File: src/common/mcu_timing_consts.svh
// Constants for the instruction cycle timing core
`ifndef MCU_TIMING_CONSTS_SVH
`define MCU_TIMING_CONSTS_SVH
`define CLK_PERIOD_NS      50
`define CLOCKS_PER_CYCLE   4
`define PHASE_LAST         2'h3
`define PC_WIDTH           12
`define PC_RESET           12'h000
`define STACK_DEPTH        8
`define DATA_ADDR_WIDTH    7
`define OP_WIDTH           5
`define INSTR_WIDTH        16
`define PCL_ADDR           7'h02
`define OSC_FAST_RC_SLOW_RC  2'h0
`define OSC_FAST_RC_WATCH    2'h1
`define OSC_FAST_XTAL_SLOW_RC 2'h2
`endif

File: src/common/mcu_timing_pkg.sv
// Types for the instruction cycle timing core
package mcu_timing_pkg;
   typedef enum logic [4:0] {
      OP_NOP       = 5'h00,
      OP_MOV_AM    = 5'h01,
      OP_MOV_MA    = 5'h02,
      OP_MOV_AX    = 5'h03,
      OP_ADD       = 5'h04,
      OP_SUB       = 5'h05,
      OP_AND       = 5'h06,
      OP_OR        = 5'h07,
      OP_XOR       = 5'h08,
      OP_COMPL     = 5'h09,
      OP_INC       = 5'h0A,
      OP_SUBONE    = 5'h0B,
      OP_ROTR      = 5'h0C,
      OP_ROTL      = 5'h0D,
      OP_ROTRC     = 5'h0E,
      OP_ROTLC     = 5'h0F,
      OP_BITSET    = 5'h10,
      OP_BITCLR    = 5'h11,
      OP_JUMP      = 5'h12,
      OP_CALL      = 5'h13,
      OP_SUBEXIT   = 5'h14,
      OP_INTEXIT   = 5'h15,
      OP_SKIPZ     = 5'h16,
      OP_SKIPNZ    = 5'h17,
      OP_SKIPBZ    = 5'h18,
      OP_SKIPBNZ   = 5'h19,
      OP_TABREAD   = 5'h1A,
      OP_POWERDOWN = 5'h1B,
      OP_WDTCLR    = 5'h1C
   } op_t;
   typedef enum logic [1:0] {
      ST_FETCH  = 2'b00,
      ST_EXEC   = 2'b01,
      ST_FLUSH  = 2'b10,
      ST_DOWN   = 2'b11
   } state_t;
endpackage : mcu_timing_pkg

File: src/mcu_instruction_cycle_timing.sv
// Instruction cycle sequencer and datapath of the 8-bit core
`timescale 1ns/1ns
`include "mcu_timing_consts.svh"
// Function
// - One instruction cycle is four system clocks; everything steps per cycle.
// - Ordinary instructions take one cycle; branch, call, table read take two.
// - Jump, call, subroutine exit and interrupt exit add one cycle.
// - Writing the program counter low byte jumps there and adds one cycle.
// - Skip takes one cycle when not taken, one more when taken.
// - Skips test a byte or bit and bypass the next instruction.
// - Subroutine exit resumes after the call; a jump saves no return point.
// - Logical operations set zero flag when result is zero.
// - Add reports carry above 255; subtract reports borrow below zero.
// - Increment and decrement change destination by exactly one.
// - Rotates shift one bit; through-carry forms move outgoing bit to carry.
// - Bit set and clear change only the addressed bit.
// - Table read fetches program memory data and returns it to data side.
// - Power-down instruction stops the core; watchdog clear has its own instruction.
// - Direct data addressing reaches sector 0 only.
// - Oscillator pairing is fixed at programming time, not by program.
module mcu_instruction_cycle_timing #(
   parameter logic [1:0] OSC_PAIRING = `OSC_FAST_RC_SLOW_RC
) (
   input  wire logic                        clk_sys,
   input  wire logic                        reset,
   output logic [`PC_WIDTH-1:0]             progAddr,
   input  wire logic [`INSTR_WIDTH-1:0]     progData,
   input  wire logic                        wakeUp,
   output logic [1:0]                       oscPairing,
   output logic                             powerDown,
   output logic                             watchdogClear,
   output logic                             cycleStart,
   output logic [7:0]                       accOut,
   output logic                             zeroFlag,
   output logic                             carryFlag
);
   // Instruction word: [15:11] op, [10:8] bit index, [7:0] pcl target, [6:0] addr/imm
   localparam logic [`DATA_ADDR_WIDTH-1:0] PCL_ADDR = `PCL_ADDR;

   mcu_timing_pkg::state_t state_q;
   logic [1:0]                 phase_q;
   logic [`PC_WIDTH-1:0]       pc_q;
   logic [`INSTR_WIDTH-1:0]    ir_q;
   logic [7:0]                 acc_q;
   logic                       z_q;
   logic                       c_q;
   logic [7:0]                 ram_q [0:(1<<`DATA_ADDR_WIDTH)-1];
   logic [`PC_WIDTH-1:0]       stack_q [0:`STACK_DEPTH-1];
   logic [2:0]                 sp_q;
   logic                       pd_q;
   logic                       wdt_q;
   logic                       wake1_q;
   logic                       wake2_q;
   logic [1:0]                 osc_q;
   logic [`PC_WIDTH-1:0]       tabPtr_q;

   wire logic                  cycleEnd  = (phase_q == `PHASE_LAST);
   wire mcu_timing_pkg::op_t   op        = mcu_timing_pkg::op_t'(ir_q[15:11]);
   wire logic [2:0]            bitIdx    = ir_q[10:8];
   // Direct addressing only reaches sector 0; the 7-bit field cannot name more
   wire logic [`DATA_ADDR_WIDTH-1:0] addr = ir_q[6:0];
   wire logic [7:0]            mem       = ram_q[addr];
   wire logic [7:0]            imm       = {1'b0, ir_q[6:0]};
   wire logic [8:0]            addSum    = {1'b0, acc_q} + {1'b0, mem};
   wire logic [8:0]            subDiff   = {1'b0, acc_q} - {1'b0, mem};
   wire logic [7:0]            bitMask   = 8'h01 << bitIdx;
   wire logic                  memZero   = (mem == 8'h00);
   wire logic                  bitZero   = ((mem & bitMask) == 8'h00);
   wire logic                  skipTaken = (op == mcu_timing_pkg::OP_SKIPZ   &&  memZero) ||
                                           (op == mcu_timing_pkg::OP_SKIPNZ  && !memZero) ||
                                           (op == mcu_timing_pkg::OP_SKIPBZ  &&  bitZero) ||
                                           (op == mcu_timing_pkg::OP_SKIPBNZ && !bitZero);
   wire logic                  memWrite  = (op == mcu_timing_pkg::OP_MOV_MA) ||
                                           (op == mcu_timing_pkg::OP_INC)   ||
                                           (op == mcu_timing_pkg::OP_SUBONE) ||
                                           (op == mcu_timing_pkg::OP_COMPL) ||
                                           (op == mcu_timing_pkg::OP_ROTR)  ||
                                           (op == mcu_timing_pkg::OP_ROTL)  ||
                                           (op == mcu_timing_pkg::OP_ROTRC) ||
                                           (op == mcu_timing_pkg::OP_ROTLC) ||
                                           (op == mcu_timing_pkg::OP_BITSET) ||
                                           (op == mcu_timing_pkg::OP_BITCLR);
   wire logic                  pclWrite  = memWrite && (addr == PCL_ADDR);
   wire logic                  isBranch  = (op == mcu_timing_pkg::OP_JUMP)    ||
                                           (op == mcu_timing_pkg::OP_CALL)    ||
                                           (op == mcu_timing_pkg::OP_SUBEXIT) ||
                                           (op == mcu_timing_pkg::OP_INTEXIT);
   wire logic                  twoCycle  = isBranch || pclWrite || skipTaken ||
                                           (op == mcu_timing_pkg::OP_TABREAD);
   wire logic                  wakeSync  = wake2_q;

   // Result of the data-side operation and its flag effects
   logic [7:0] result;
   logic       newZ;
   logic       newC;
   always_comb begin
      result = mem;
      newZ   = z_q;
      newC   = c_q;
      case (op)
         mcu_timing_pkg::OP_ADD: begin
            result = addSum[7:0];
            newC   = addSum[8];
            newZ   = (addSum[7:0] == 8'h00);
         end
         mcu_timing_pkg::OP_SUB: begin
            result = subDiff[7:0];
            // Carry set means no borrow, so a chained subtract can test it directly
            newC   = ~subDiff[8];
            newZ   = (subDiff[7:0] == 8'h00);
         end
         mcu_timing_pkg::OP_AND: begin
            result = acc_q & mem;
            newZ   = (result == 8'h00);
         end
         mcu_timing_pkg::OP_OR: begin
            result = acc_q | mem;
            newZ   = (result == 8'h00);
         end
         mcu_timing_pkg::OP_XOR: begin
            result = acc_q ^ mem;
            newZ   = (result == 8'h00);
         end
         mcu_timing_pkg::OP_COMPL: begin
            result = ~mem;
            newZ   = (result == 8'h00);
         end
         mcu_timing_pkg::OP_INC: begin
            result = mem + 8'h01;
            newZ   = (result == 8'h00);
         end
         mcu_timing_pkg::OP_SUBONE: begin
            result = mem - 8'h01;
            newZ   = (result == 8'h00);
         end
         mcu_timing_pkg::OP_ROTR:   result = {mem[0], mem[7:1]};
         mcu_timing_pkg::OP_ROTL:   result = {mem[6:0], mem[7]};
         mcu_timing_pkg::OP_ROTRC: begin
            result = {c_q, mem[7:1]};
            newC   = mem[0];
         end
         mcu_timing_pkg::OP_ROTLC: begin
            result = {mem[6:0], c_q};
            newC   = mem[7];
         end
         mcu_timing_pkg::OP_BITSET: result = mem | bitMask;
         mcu_timing_pkg::OP_BITCLR: result = mem & ~bitMask;
         mcu_timing_pkg::OP_MOV_MA: result = acc_q;
         default:                   result = mem;
      endcase
   end

   // Next program counter at the end of an execute cycle
   logic [`PC_WIDTH-1:0] pcNext;
   always_comb begin
      pcNext = pc_q + `PC_WIDTH'(1);
      case (op)
         mcu_timing_pkg::OP_JUMP, mcu_timing_pkg::OP_CALL:
            pcNext = {pc_q[`PC_WIDTH-1:8], ir_q[7:0]};
         mcu_timing_pkg::OP_SUBEXIT, mcu_timing_pkg::OP_INTEXIT:
            pcNext = stack_q[sp_q - 3'h1];
         default: begin
            if (pclWrite) begin
               pcNext = {pc_q[`PC_WIDTH-1:8], result};
            end else if (skipTaken) begin
               pcNext = pc_q + `PC_WIDTH'(2);
            end
         end
      endcase
   end

   // Phase counter divides the system clock into instruction cycles
   always_ff @(posedge clk_sys) begin
      if (reset || state_q == mcu_timing_pkg::ST_DOWN) begin
         phase_q <= 2'h0;
      end else begin
         phase_q <= phase_q + 2'h1;
      end
   end

   always_ff @(posedge clk_sys) begin
      if (reset) begin
         wake1_q <= 1'b0;
         wake2_q <= 1'b0;
      end else begin
         wake1_q <= wakeUp;
         wake2_q <= wake1_q;
      end
   end

   // Pairing is a build-time constant; no instruction has a path to it
   always_ff @(posedge clk_sys) begin
      osc_q <= OSC_PAIRING;
   end

   always_ff @(posedge clk_sys) begin
      if (reset) begin
         state_q  <= mcu_timing_pkg::ST_FETCH;
         pc_q     <= `PC_RESET;
         ir_q     <= '0;
         acc_q    <= 8'h00;
         z_q      <= 1'b0;
         c_q      <= 1'b0;
         sp_q     <= 3'h0;
         pd_q     <= 1'b0;
         wdt_q    <= 1'b0;
         tabPtr_q <= '0;
      end else begin
         wdt_q <= 1'b0;
         case (state_q)
            mcu_timing_pkg::ST_FETCH: begin
               if (cycleEnd) begin
                  ir_q    <= progData;
                  state_q <= mcu_timing_pkg::ST_EXEC;
               end
            end
            mcu_timing_pkg::ST_EXEC: begin
               if (cycleEnd) begin
                  pc_q <= pcNext;
                  z_q  <= newZ;
                  c_q  <= newC;
                  ir_q <= progData;
                  case (op)
                     mcu_timing_pkg::OP_MOV_AM: acc_q <= mem;
                     mcu_timing_pkg::OP_MOV_AX: acc_q <= imm;
                     mcu_timing_pkg::OP_ADD, mcu_timing_pkg::OP_SUB, mcu_timing_pkg::OP_AND,
                     mcu_timing_pkg::OP_OR, mcu_timing_pkg::OP_XOR: acc_q <= result;
                     mcu_timing_pkg::OP_TABREAD: acc_q <= progData[7:0];
                     mcu_timing_pkg::OP_CALL: sp_q <= sp_q + 3'h1;
                     mcu_timing_pkg::OP_SUBEXIT, mcu_timing_pkg::OP_INTEXIT: sp_q <= sp_q - 3'h1;
                     mcu_timing_pkg::OP_POWERDOWN: pd_q <= 1'b1;
                     mcu_timing_pkg::OP_WDTCLR: wdt_q <= 1'b1;
                     default: acc_q <= acc_q;
                  endcase
                  if (op == mcu_timing_pkg::OP_TABREAD) begin
                     tabPtr_q <= tabPtr_q + `PC_WIDTH'(1);
                  end
                  if (op == mcu_timing_pkg::OP_POWERDOWN) begin
                     state_q <= mcu_timing_pkg::ST_DOWN;
                  end else if (twoCycle) begin
                     state_q <= mcu_timing_pkg::ST_FLUSH;
                  end
               end
            end
            mcu_timing_pkg::ST_FLUSH: begin
               // Prefetched word is dropped; fetch from the new counter
               if (cycleEnd) begin
                  state_q <= mcu_timing_pkg::ST_EXEC;
                  ir_q    <= progData;
               end
            end
            mcu_timing_pkg::ST_DOWN: begin
               if (wakeSync) begin
                  pd_q    <= 1'b0;
                  state_q <= mcu_timing_pkg::ST_FETCH;
               end
            end
            default: state_q <= mcu_timing_pkg::ST_FETCH;
         endcase
      end
   end

   // Call pushes the address after itself; a jump touches no stack
   always_ff @(posedge clk_sys) begin
      if (state_q == mcu_timing_pkg::ST_EXEC && cycleEnd && op == mcu_timing_pkg::OP_CALL) begin
         stack_q[sp_q] <= pc_q + `PC_WIDTH'(1);
      end
   end

   // Whole byte rewritten, other bits carried from the read
   always_ff @(posedge clk_sys) begin
      if (state_q == mcu_timing_pkg::ST_EXEC && cycleEnd && memWrite) begin
         ram_q[addr] <= result;
      end
   end

   // Execute shows the next word so it is prefetched while this one runs;
   // a table read borrows the port for its pointer instead
   wire logic [`PC_WIDTH-1:0]  pcPlusOne = pc_q + `PC_WIDTH'(1);
   assign progAddr = (state_q != mcu_timing_pkg::ST_EXEC) ? pc_q :
                     (op == mcu_timing_pkg::OP_TABREAD) ? tabPtr_q : pcPlusOne;
   assign oscPairing    = osc_q;
   assign powerDown     = pd_q;
   assign watchdogClear = wdt_q;
   assign cycleStart    = (phase_q == 2'h0) && (state_q != mcu_timing_pkg::ST_DOWN);
   assign accOut        = acc_q;
   assign zeroFlag      = z_q;
   assign carryFlag     = c_q;

   property p_cycle_len;
      @(posedge clk_sys) disable iff (reset)
      cycleStart |-> ##4 (cycleStart || powerDown);
   endproperty
   a_cycle_len: assert property (p_cycle_len)
      else $error("instruction cycle not four clocks");
   property p_flush_len;
      @(posedge clk_sys) disable iff (reset)
      $rose(state_q == mcu_timing_pkg::ST_FLUSH) |->
      (state_q == mcu_timing_pkg::ST_FLUSH)[*4];
   endproperty
   a_flush_len: assert property (p_flush_len)
      else $error("flush cycle not four clocks");
   property p_jump_two;
      @(posedge clk_sys) disable iff (reset)
      (state_q == mcu_timing_pkg::ST_EXEC && cycleEnd && isBranch) |=>
      state_q == mcu_timing_pkg::ST_FLUSH;
   endproperty
   a_jump_two: assert property (p_jump_two)
      else $error("branch did not take extra cycle");
   property p_pcl_two;
      @(posedge clk_sys) disable iff (reset)
      (state_q == mcu_timing_pkg::ST_EXEC && cycleEnd && pclWrite) |=>
      state_q == mcu_timing_pkg::ST_FLUSH && pc_q[7:0] == $past(result);
   endproperty
   a_pcl_two: assert property (p_pcl_two)
      else $error("counter low write not a jump");
   property p_noskip_one;
      @(posedge clk_sys) disable iff (reset)
      (state_q == mcu_timing_pkg::ST_EXEC && cycleEnd && !twoCycle &&
       op != mcu_timing_pkg::OP_POWERDOWN)
      |=> state_q == mcu_timing_pkg::ST_EXEC && pc_q == $past(pc_q) + `PC_WIDTH'(1);
   endproperty
   a_noskip_one: assert property (p_noskip_one)
      else $error("single cycle instruction mistimed");
   property p_skip_pc;
      @(posedge clk_sys) disable iff (reset)
      (state_q == mcu_timing_pkg::ST_EXEC && cycleEnd && skipTaken) |=>
      pc_q == $past(pc_q) + `PC_WIDTH'(2);
   endproperty
   a_skip_pc: assert property (p_skip_pc)
      else $error("skip did not bypass next");
   property p_zero_logic;
      @(posedge clk_sys) disable iff (reset)
      (state_q == mcu_timing_pkg::ST_EXEC && cycleEnd && op == mcu_timing_pkg::OP_AND) |=>
      zeroFlag == (accOut == 8'h00);
   endproperty
   a_zero_logic: assert property (p_zero_logic)
      else $error("zero flag wrong after logic op");
   property p_osc_fixed;
      @(posedge clk_sys) disable iff (reset)
      ##1 $stable(oscPairing);
   endproperty
   a_osc_fixed: assert property (p_osc_fixed)
      else $error("oscillator pairing changed");
   property p_down_stop;
      @(posedge clk_sys) disable iff (reset)
      (state_q == mcu_timing_pkg::ST_EXEC && cycleEnd && op == mcu_timing_pkg::OP_POWERDOWN)
      |=> powerDown ##1 (powerDown || wakeSync);
   endproperty
   a_down_stop: assert property (p_down_stop)
      else $error("power down not entered");
endmodule : mcu_instruction_cycle_timing

File: config.mk
export PLATFORM = sky130hd
export DESIGN_NAME = mcu_instruction_cycle_timing
export DESIGN_NICKNAME = d
export VERILOG_FILES = /design/src/common/mcu_timing_pkg.sv /design/src/mcu_instruction_cycle_timing.sv
export VERILOG_INCLUDE_DIRS = /design/src /design/src/common
export SDC_FILE = /design/constraint.sdc
export NUM_CORES = 1
export LEC_CHECK = 0
export BUFFER_PORTS_ARGS = -buffer_cell sky130_fd_sc_hd__buf_2
export CAP_MARGIN = 20
export CORE_ASPECT_RATIO = 0.9
export CORE_MARGIN = 3
export CORE_UTILIZATION = 45
export DETAILED_ROUTE_END_ITERATION = 10
export GPL_ROUTABILITY_DRIVEN = 0
export HOLD_SLACK_MARGIN = 0.12
export MAX_ROUTING_LAYER = met4
export SLEW_MARGIN = 20
export SYNTH_ARGS = -nofsm -noshare
export SYNTH_HDL_FRONTEND = slang
export SYNTH_SLANG_ARGS = --single-unit
File: constraint.sdc
create_clock -name clk_sys -period 13.25 [get_ports clk_sys]
set_clock_uncertainty 0.1 [all_clocks]
set_input_delay 1.9875 -clock clk_sys [delete_from_list [all_inputs] [get_ports clk_sys]]
set_output_delay 1.9875 -clock clk_sys [all_outputs]
set_load 0.05 [all_outputs]
==> results of run 1 <==
## Yosys cell counts, drive strengths merged, types with 6 or more instances
library cell / number
a31oi: 10
o211ai: 9
dfxtp: 68
nand2b: 21
mux2: 15
clkbuf: 98
a311oi: 7
xnor2: 23
o31ai: 7
nand2: 154
a41oi: 6
o221ai: 7
a21oi: 65
nand3: 77
a22oi: 83
nor2: 248
ha: 36
o22ai: 15
mux2i: 181
o2111ai: 7
nor4: 16
edfxtp: 1120
inv: 33
or3: 10
a221o: 6
a2111oi: 10
nor3: 42
o21bai: 9
xor2: 17
mux4: 229
and2: 14
o21ai: 66
a221oi: 27
a32oi: 6
buf: 77
and3: 8
a211oi: 20
nand4: 21
nor2b: 29
or4: 8
## metrics by stage
step / hold WS (ps) / std cells / instance area, um^2 / setup slack, ps
floorplan: 313.8 / 2965 / 49760 / 2143
global placement: 338.8 / 4368 / 51710 / 5030
detailed placement: 340.6 / 4368 / 51720 / 5100
CTS: 354.9 / 4578 / 55420 / 5100
global route: 377.1 / 4579 / 55460 / 4713
finish: 357.9 / 4580 / 55460 / 4940
## power breakdown
group	leakage (nW)	switching (mW)	internal, mW	total [mW]
combinational	4.28	0.434	0.131	0.565
sequential	10.6	0.0150	4.30	4.31
clock	1.77	1.40	1.81	3.22
total	16.6	1.85	6.24	8.09
## cells by family (layout without fill, tap and decap cells)
logic type | count (synthesis) | in the layout | synth area share (%)
multiplexers | 425 | 425 | 14.34
other | 1 | 4 | 0.007536
adder cells (fa/ha/maj) | 38 | 38 | 0.9857
AND/OR/NAND/NOR | 670 | 670 | 6.216
XOR/XNOR | 40 | 40 | 0.7040
buffers and inverters | 211 | 362 | 1.914
flip-flops | 1188 | 1188 | 70.32
AO/OA/AOI/OAI | 391 | 391 | 5.504
## worst paths after layout
check	cells after the start	start	slack [ps]	endpoint
setup / recovery	20	flop	4940	ram_q[99][5]
hold / removal	1	wake1_q	360	wake2_q
setup reg to reg	20	flop	4940	ram_q[99][5]
hold reg to reg	1	wake1_q	360	wake2_q
## per-layer routing
layer  track usage, %  wire length, um  vias up
met5                -                0        -
met4            6.397             4073        0
met3            4.920            10860      313
met2            36.43            63140     1395
met1            32.61            55180    14870
li1                 -                -    12010
## worst register-to-register path, stage by stage (launching register included)
cell      delay [ps]
dfxtp_4          610
buf_4            670
buf_4            830
mux4_2           490
mux4_2           560
mux4_2           510
mux2_2           430
inv_1            240
ha_1             330
a21o_1           200
a21oi_1          230
o21bai_1         110
a21o_1           230
o22a_1           210
a31oi_1          240
a211oi_1         100
nand3_1          170
a221oi_1          90
a211oi_4         280
buf_4            460
buf_4            750
## registers in the layout (all words and copies together) (netlist names), 2 cells and up, named ones only
name	flops
tabPtr_q	12
state_q	2
ram_q	1024
phase_q	2
ir_q	16
sp_q	3
accOut	8
pc_q	12
stack_q	96
## area by class of cell
cell class	count	share of cell area, %
diodes	2	0.009024
clock buffers	137	5.337
clock inverters	73	1.347
inverters	36	0.2436
multi-input cells	1566	25.25
flip-flops and latches	1188	63.12
well taps	1462	3.298
repair buffers	116	1.390
==> flow_summary.toml, run 1 <==
[run_status]
status = "completed"

[sta]
setup_viol_count_final = 0
post-route-period-util_pct = 62.72
slew_headroom_pct = 20.66
rsz0062_at_grt = "no"
period_needed_ps = 8310
fmax_mhz = 120.3
slew_violations = 0
fin_tns_setup_ps = 0
tightestPinTransition_ps = 1186
hold_viol_final = 0

[die]
start_util_pct = 45.44
num_io_pins = 46
die_area_um2 = 114600
rows = 115
core_area_um2 = 109500
die_x_um = 356.5
die_h_um = 321.5

[layout]
final_util_pct = 50.65
final_cell_mix = "1,120 x edfxtp_1, 240 x nor2_1, 229 x mux4_2, 181 x mux2i_1, 153 x nand2_1"
multiInputGateArea_um2 = 14000
final_common_cell = "edfxtp_1"
area_growth_pct = 11.46
fill_cells = 8874
regArea_um2 = 35010
layout.nets = 3080
drive_gt1_share_pct = 18.16

[yosys]
synth_area_per_cell_um2 = 16.79
synth_seq_cells = 1188
synthCells = 2964
synth_top_cell_by_area = "edfxtp_1"
synth_cell_types = 82
synth.area.top_cells = "edfxtp_1 68%, mux4_2 10%, mux2i_1 3.6%"
ys_seq_area_share_pct = 70.32
async_flop_share_pct = 0
synthesis.area_um2 = 49760
ys.flop_type = "edfxtp_1"
synth_edf_count = 1120
yosysWarnings = 0
synth_top_area_share_pct = 67.59

[clocking]
clockBufferDepth = 3
cts_buffers = 115
path_clk_slew_ps = 60
clock_latency_ps = 710
cts_root_buf = "clkbuf_16"
cts_tree = "yes"
clkSinkCount = 1188
htree_levels = 3
cts_hold_buf = 0
cts_resized = 0
post_cts.repair.setup_buffers = 0

[worst_setup_path]
path_delay_family = "buffers and inverters"
required_ps = 13510
critical_path_class = "reg -> reg"
crit_arrival_ps = 8570
cp_common_cell = "buf_4"
max_stage_delay_ps = 800
cp_slowest_cell = "buf_4"
start_kind = "flop"
crit_chain = "buf_4, buf_4, mux4_2, mux4_2, mux4_2, mux2_2, inv_1, ha_1, a21o_1, a21oi_1, o21bai_1, a21o_1, o22a_1, a31oi_1, a211oi_1, nand3_1, a221oi_1, a211oi_4, buf_4, buf_4"
critPathMaxFanout = 88
path_buf_inv = 5
worstSetupEndpointType = "flop"

[global_route]
grt_pass1_vias = 28110
grt_usage_pct = 23.77
grt_pass1_wl_um = 194400
antenna_found_initial = 1
grt_max_degree = 130
grt_overflow_total = 0

[place]
dp_hpwl_um = 84000
port_buffers = 43

[drt]
routed_wirelength_um = 133300
vias = 28580
postRouteAntennaNets = 0
drc = 0
viasPerCell = 6.241
firstDrtPassIters = 7
wire_per_inst_um = 29.09
drtIter0Drc = 3648

[pwr]
p_per_area_nw_per_um2 = 145.9
irDropWorstVdd_mv = 0.1654
power_mw = 8.094
p_leak_nw = 16.63

[flow_run]
maxCapViolations = 0

[hold_path]
hold_class = "reg -> reg"
(Power assumes the default switching activity.)
==> run 2: changes to the inputs <==
==> constraint.sdc (replaced) <==
create_clock -name clk_sys -period 7 [get_ports clk_sys]
set_clock_uncertainty 0.1 [all_clocks]
set_input_delay 1.05 -clock clk_sys [delete_from_list [all_inputs] [get_ports clk_sys]]
set_output_delay 1.05 -clock clk_sys [all_outputs]
set_load 0.05 [all_outputs]
==> flow_summary.toml, run 2 (same netlist as run 1, synthesis figures left out) <==
[run_status]
status = "completed"

[clocking]
clockBufferDepth = 3
cts_buffers = 117
cts_hold_buf = 0
clkSinkCount = 1188
clock_latency_ps = 730
cts_root_buf = "clkbuf_16"
cts_tree = "yes"
path_clk_slew_ps = 60
cts_resized = 0
post_cts.repair.setup_buffers = 0
htree_levels = 3

[die]
die_x_um = 356.5
die_h_um = 321.5
die_area_um2 = 114600
core_area_um2 = 109500
num_io_pins = 46
rows = 115
start_util_pct = 45.44

[global_route]
grt_max_degree = 130
grt_overflow_total = 0
grt_pass1_vias = 28500
grt_pass1_wl_um = 198000
grt_usage_pct = 24.32
antenna_found_initial = 1

[worst_setup_path]
crit_arrival_ps = 7010
critPathMaxFanout = 72
max_stage_delay_ps = 670
critical_path_class = "reg -> reg"
cp_common_cell = "mux4_2"
required_ps = 7300
cp_slowest_cell = "buf_4"
start_kind = "flop"
worstSetupEndpointType = "flop"
path_delay_family = "multiplexers"
path_buf_inv = 5
crit_chain = "buf_12, buf_4, mux4_2, mux4_2, mux4_2, mux2_2, clkinv_1, ha_1, inv_1, a21oi_1, o21bai_1, a21oi_1, a221oi_1, a31oi_1, a211oi_1, nand3_1, a211oi_1, a211oi_4, buf_4"

[pwr]
irDropWorstVdd_mv = 0.2237
p_per_area_nw_per_um2 = 277.5
netSwitchingFraction_pct = 22.91
power_mw = 15.55
seqPwrFrac_pct = 52.5
p_leak_nw = 16.97
switching_power_mw = 3.562
p_int_mw = 11.98
comb_power_share_pct = 7.2
power.share.clock_pct = 40.3

[sta]
period_needed_ps = 6703
fmax_mhz = 149.2
whs_ps = 358.8
slew_headroom_pct = 13.92
fin_tns_setup_ps = 0
slew_violations = 0
post-route-period-util_pct = 95.76
rsz0062_at_grt = "no"
setup_viol_count_final = 0
hold_viol_final = 0
tightestPinTransition_ps = 1283

[layout]
layout.nets = 3120
final_util_pct = 51.17
fin_cells = 4624
largest_register_ffs = 1024
final_cell_mix = "1,120 x edfxtp_1, 241 x nor2_1, 229 x mux4_2, 181 x mux2i_1, 153 x nand2_1"
drive_gt1_share_pct = 19.17
final_common_cell = "edfxtp_1"
regMostFlops = "ram_q"
area_growth_pct = 12.60
reg_top3 = "ram_q x1024, stack_q x96, ir_q x16"

[drt]
firstDrtPassIters = 6
drtIter0Drc = 3704
routed_wirelength_um = 135900
viasPerCell = 6.233
vias = 28820
drc = 0
wire_per_inst_um = 29.38
postRouteAntennaNets = 0

[hold_path]
hold_path_startpoint = "wake1_q"
hold_class = "reg -> reg"

[place]
dp_hpwl_um = 86780
port_buffers = 43
place_inst = 4406

[flow_run]
maxCapViolations = 0
run 2: power by group through the flow:
stage                     sequential, mW  clock (mW)  combinational (mW)
after global routing                8.16        6.65                1.18
final                               8.16        6.27                1.11
after floorplan                     8.32           0               0.631
after global placement              8.31           0                1.06
after detailed placement            8.31           0                1.10
after CTS                           8.16        6.36                1.10
run 2: path summary, 6_finish.rpt:
path         depth (start not counted)  slack (ps)      endpoint
max reg2reg                         19         300  ram_q[76][5]
min reg2reg                          1         360       wake2_q
max                                 19         300  ram_q[76][5]
min                                  1         360       wake2_q
run 2: routing by layer:
metal  part of all wire [%]  up-vias  global-route usage, %
met5                      0        -                      -
met4                    3.5        0                  7.354
met3                    9.4      315                  5.628
met2                     47     1537                  36.68
met1                     40    14870                  33.15
li1                       -    12110                      -
run 2: cell type report:
type | count | area [um^2]
fillers | 8815 | 53470
flip-flops and latches | 1188 | 35010
multi-input cells | 1566 | 13990
clock buffers | 142 | 3022
well taps | 1462 | 1829
repair buffers | 154 | 1227
clock inverters | 75 | 815.8
inverters | 36 | 135.1
diodes | 1 | 2.502
run 2: per-stage QoR:
stage               setup slack [ps]  instance area [um^2]
global placement               516.5                 52170
floorplan                      40.91                 49860
CTS                            429.7                 56010
global route                   75.21                 56030
detailed placement             437.5                 52170
finish                         296.5                 56030
run 2: worst register-to-register path, cell delays in order, from the launching register on:
cell	delay [ps]
dfxtp_4	620
buf_12	260
buf_4	210
mux4_2	510
mux4_2	550
mux4_2	480
mux2_2	420
clkinv_1	160
ha_1	350
inv_1	120
a21oi_1	250
o21bai_1	100
a21oi_1	290
a221oi_1	150
a31oi_1	220
a211oi_1	80
nand3_1	140
a211oi_1	80
a211oi_4	590
buf_4	670
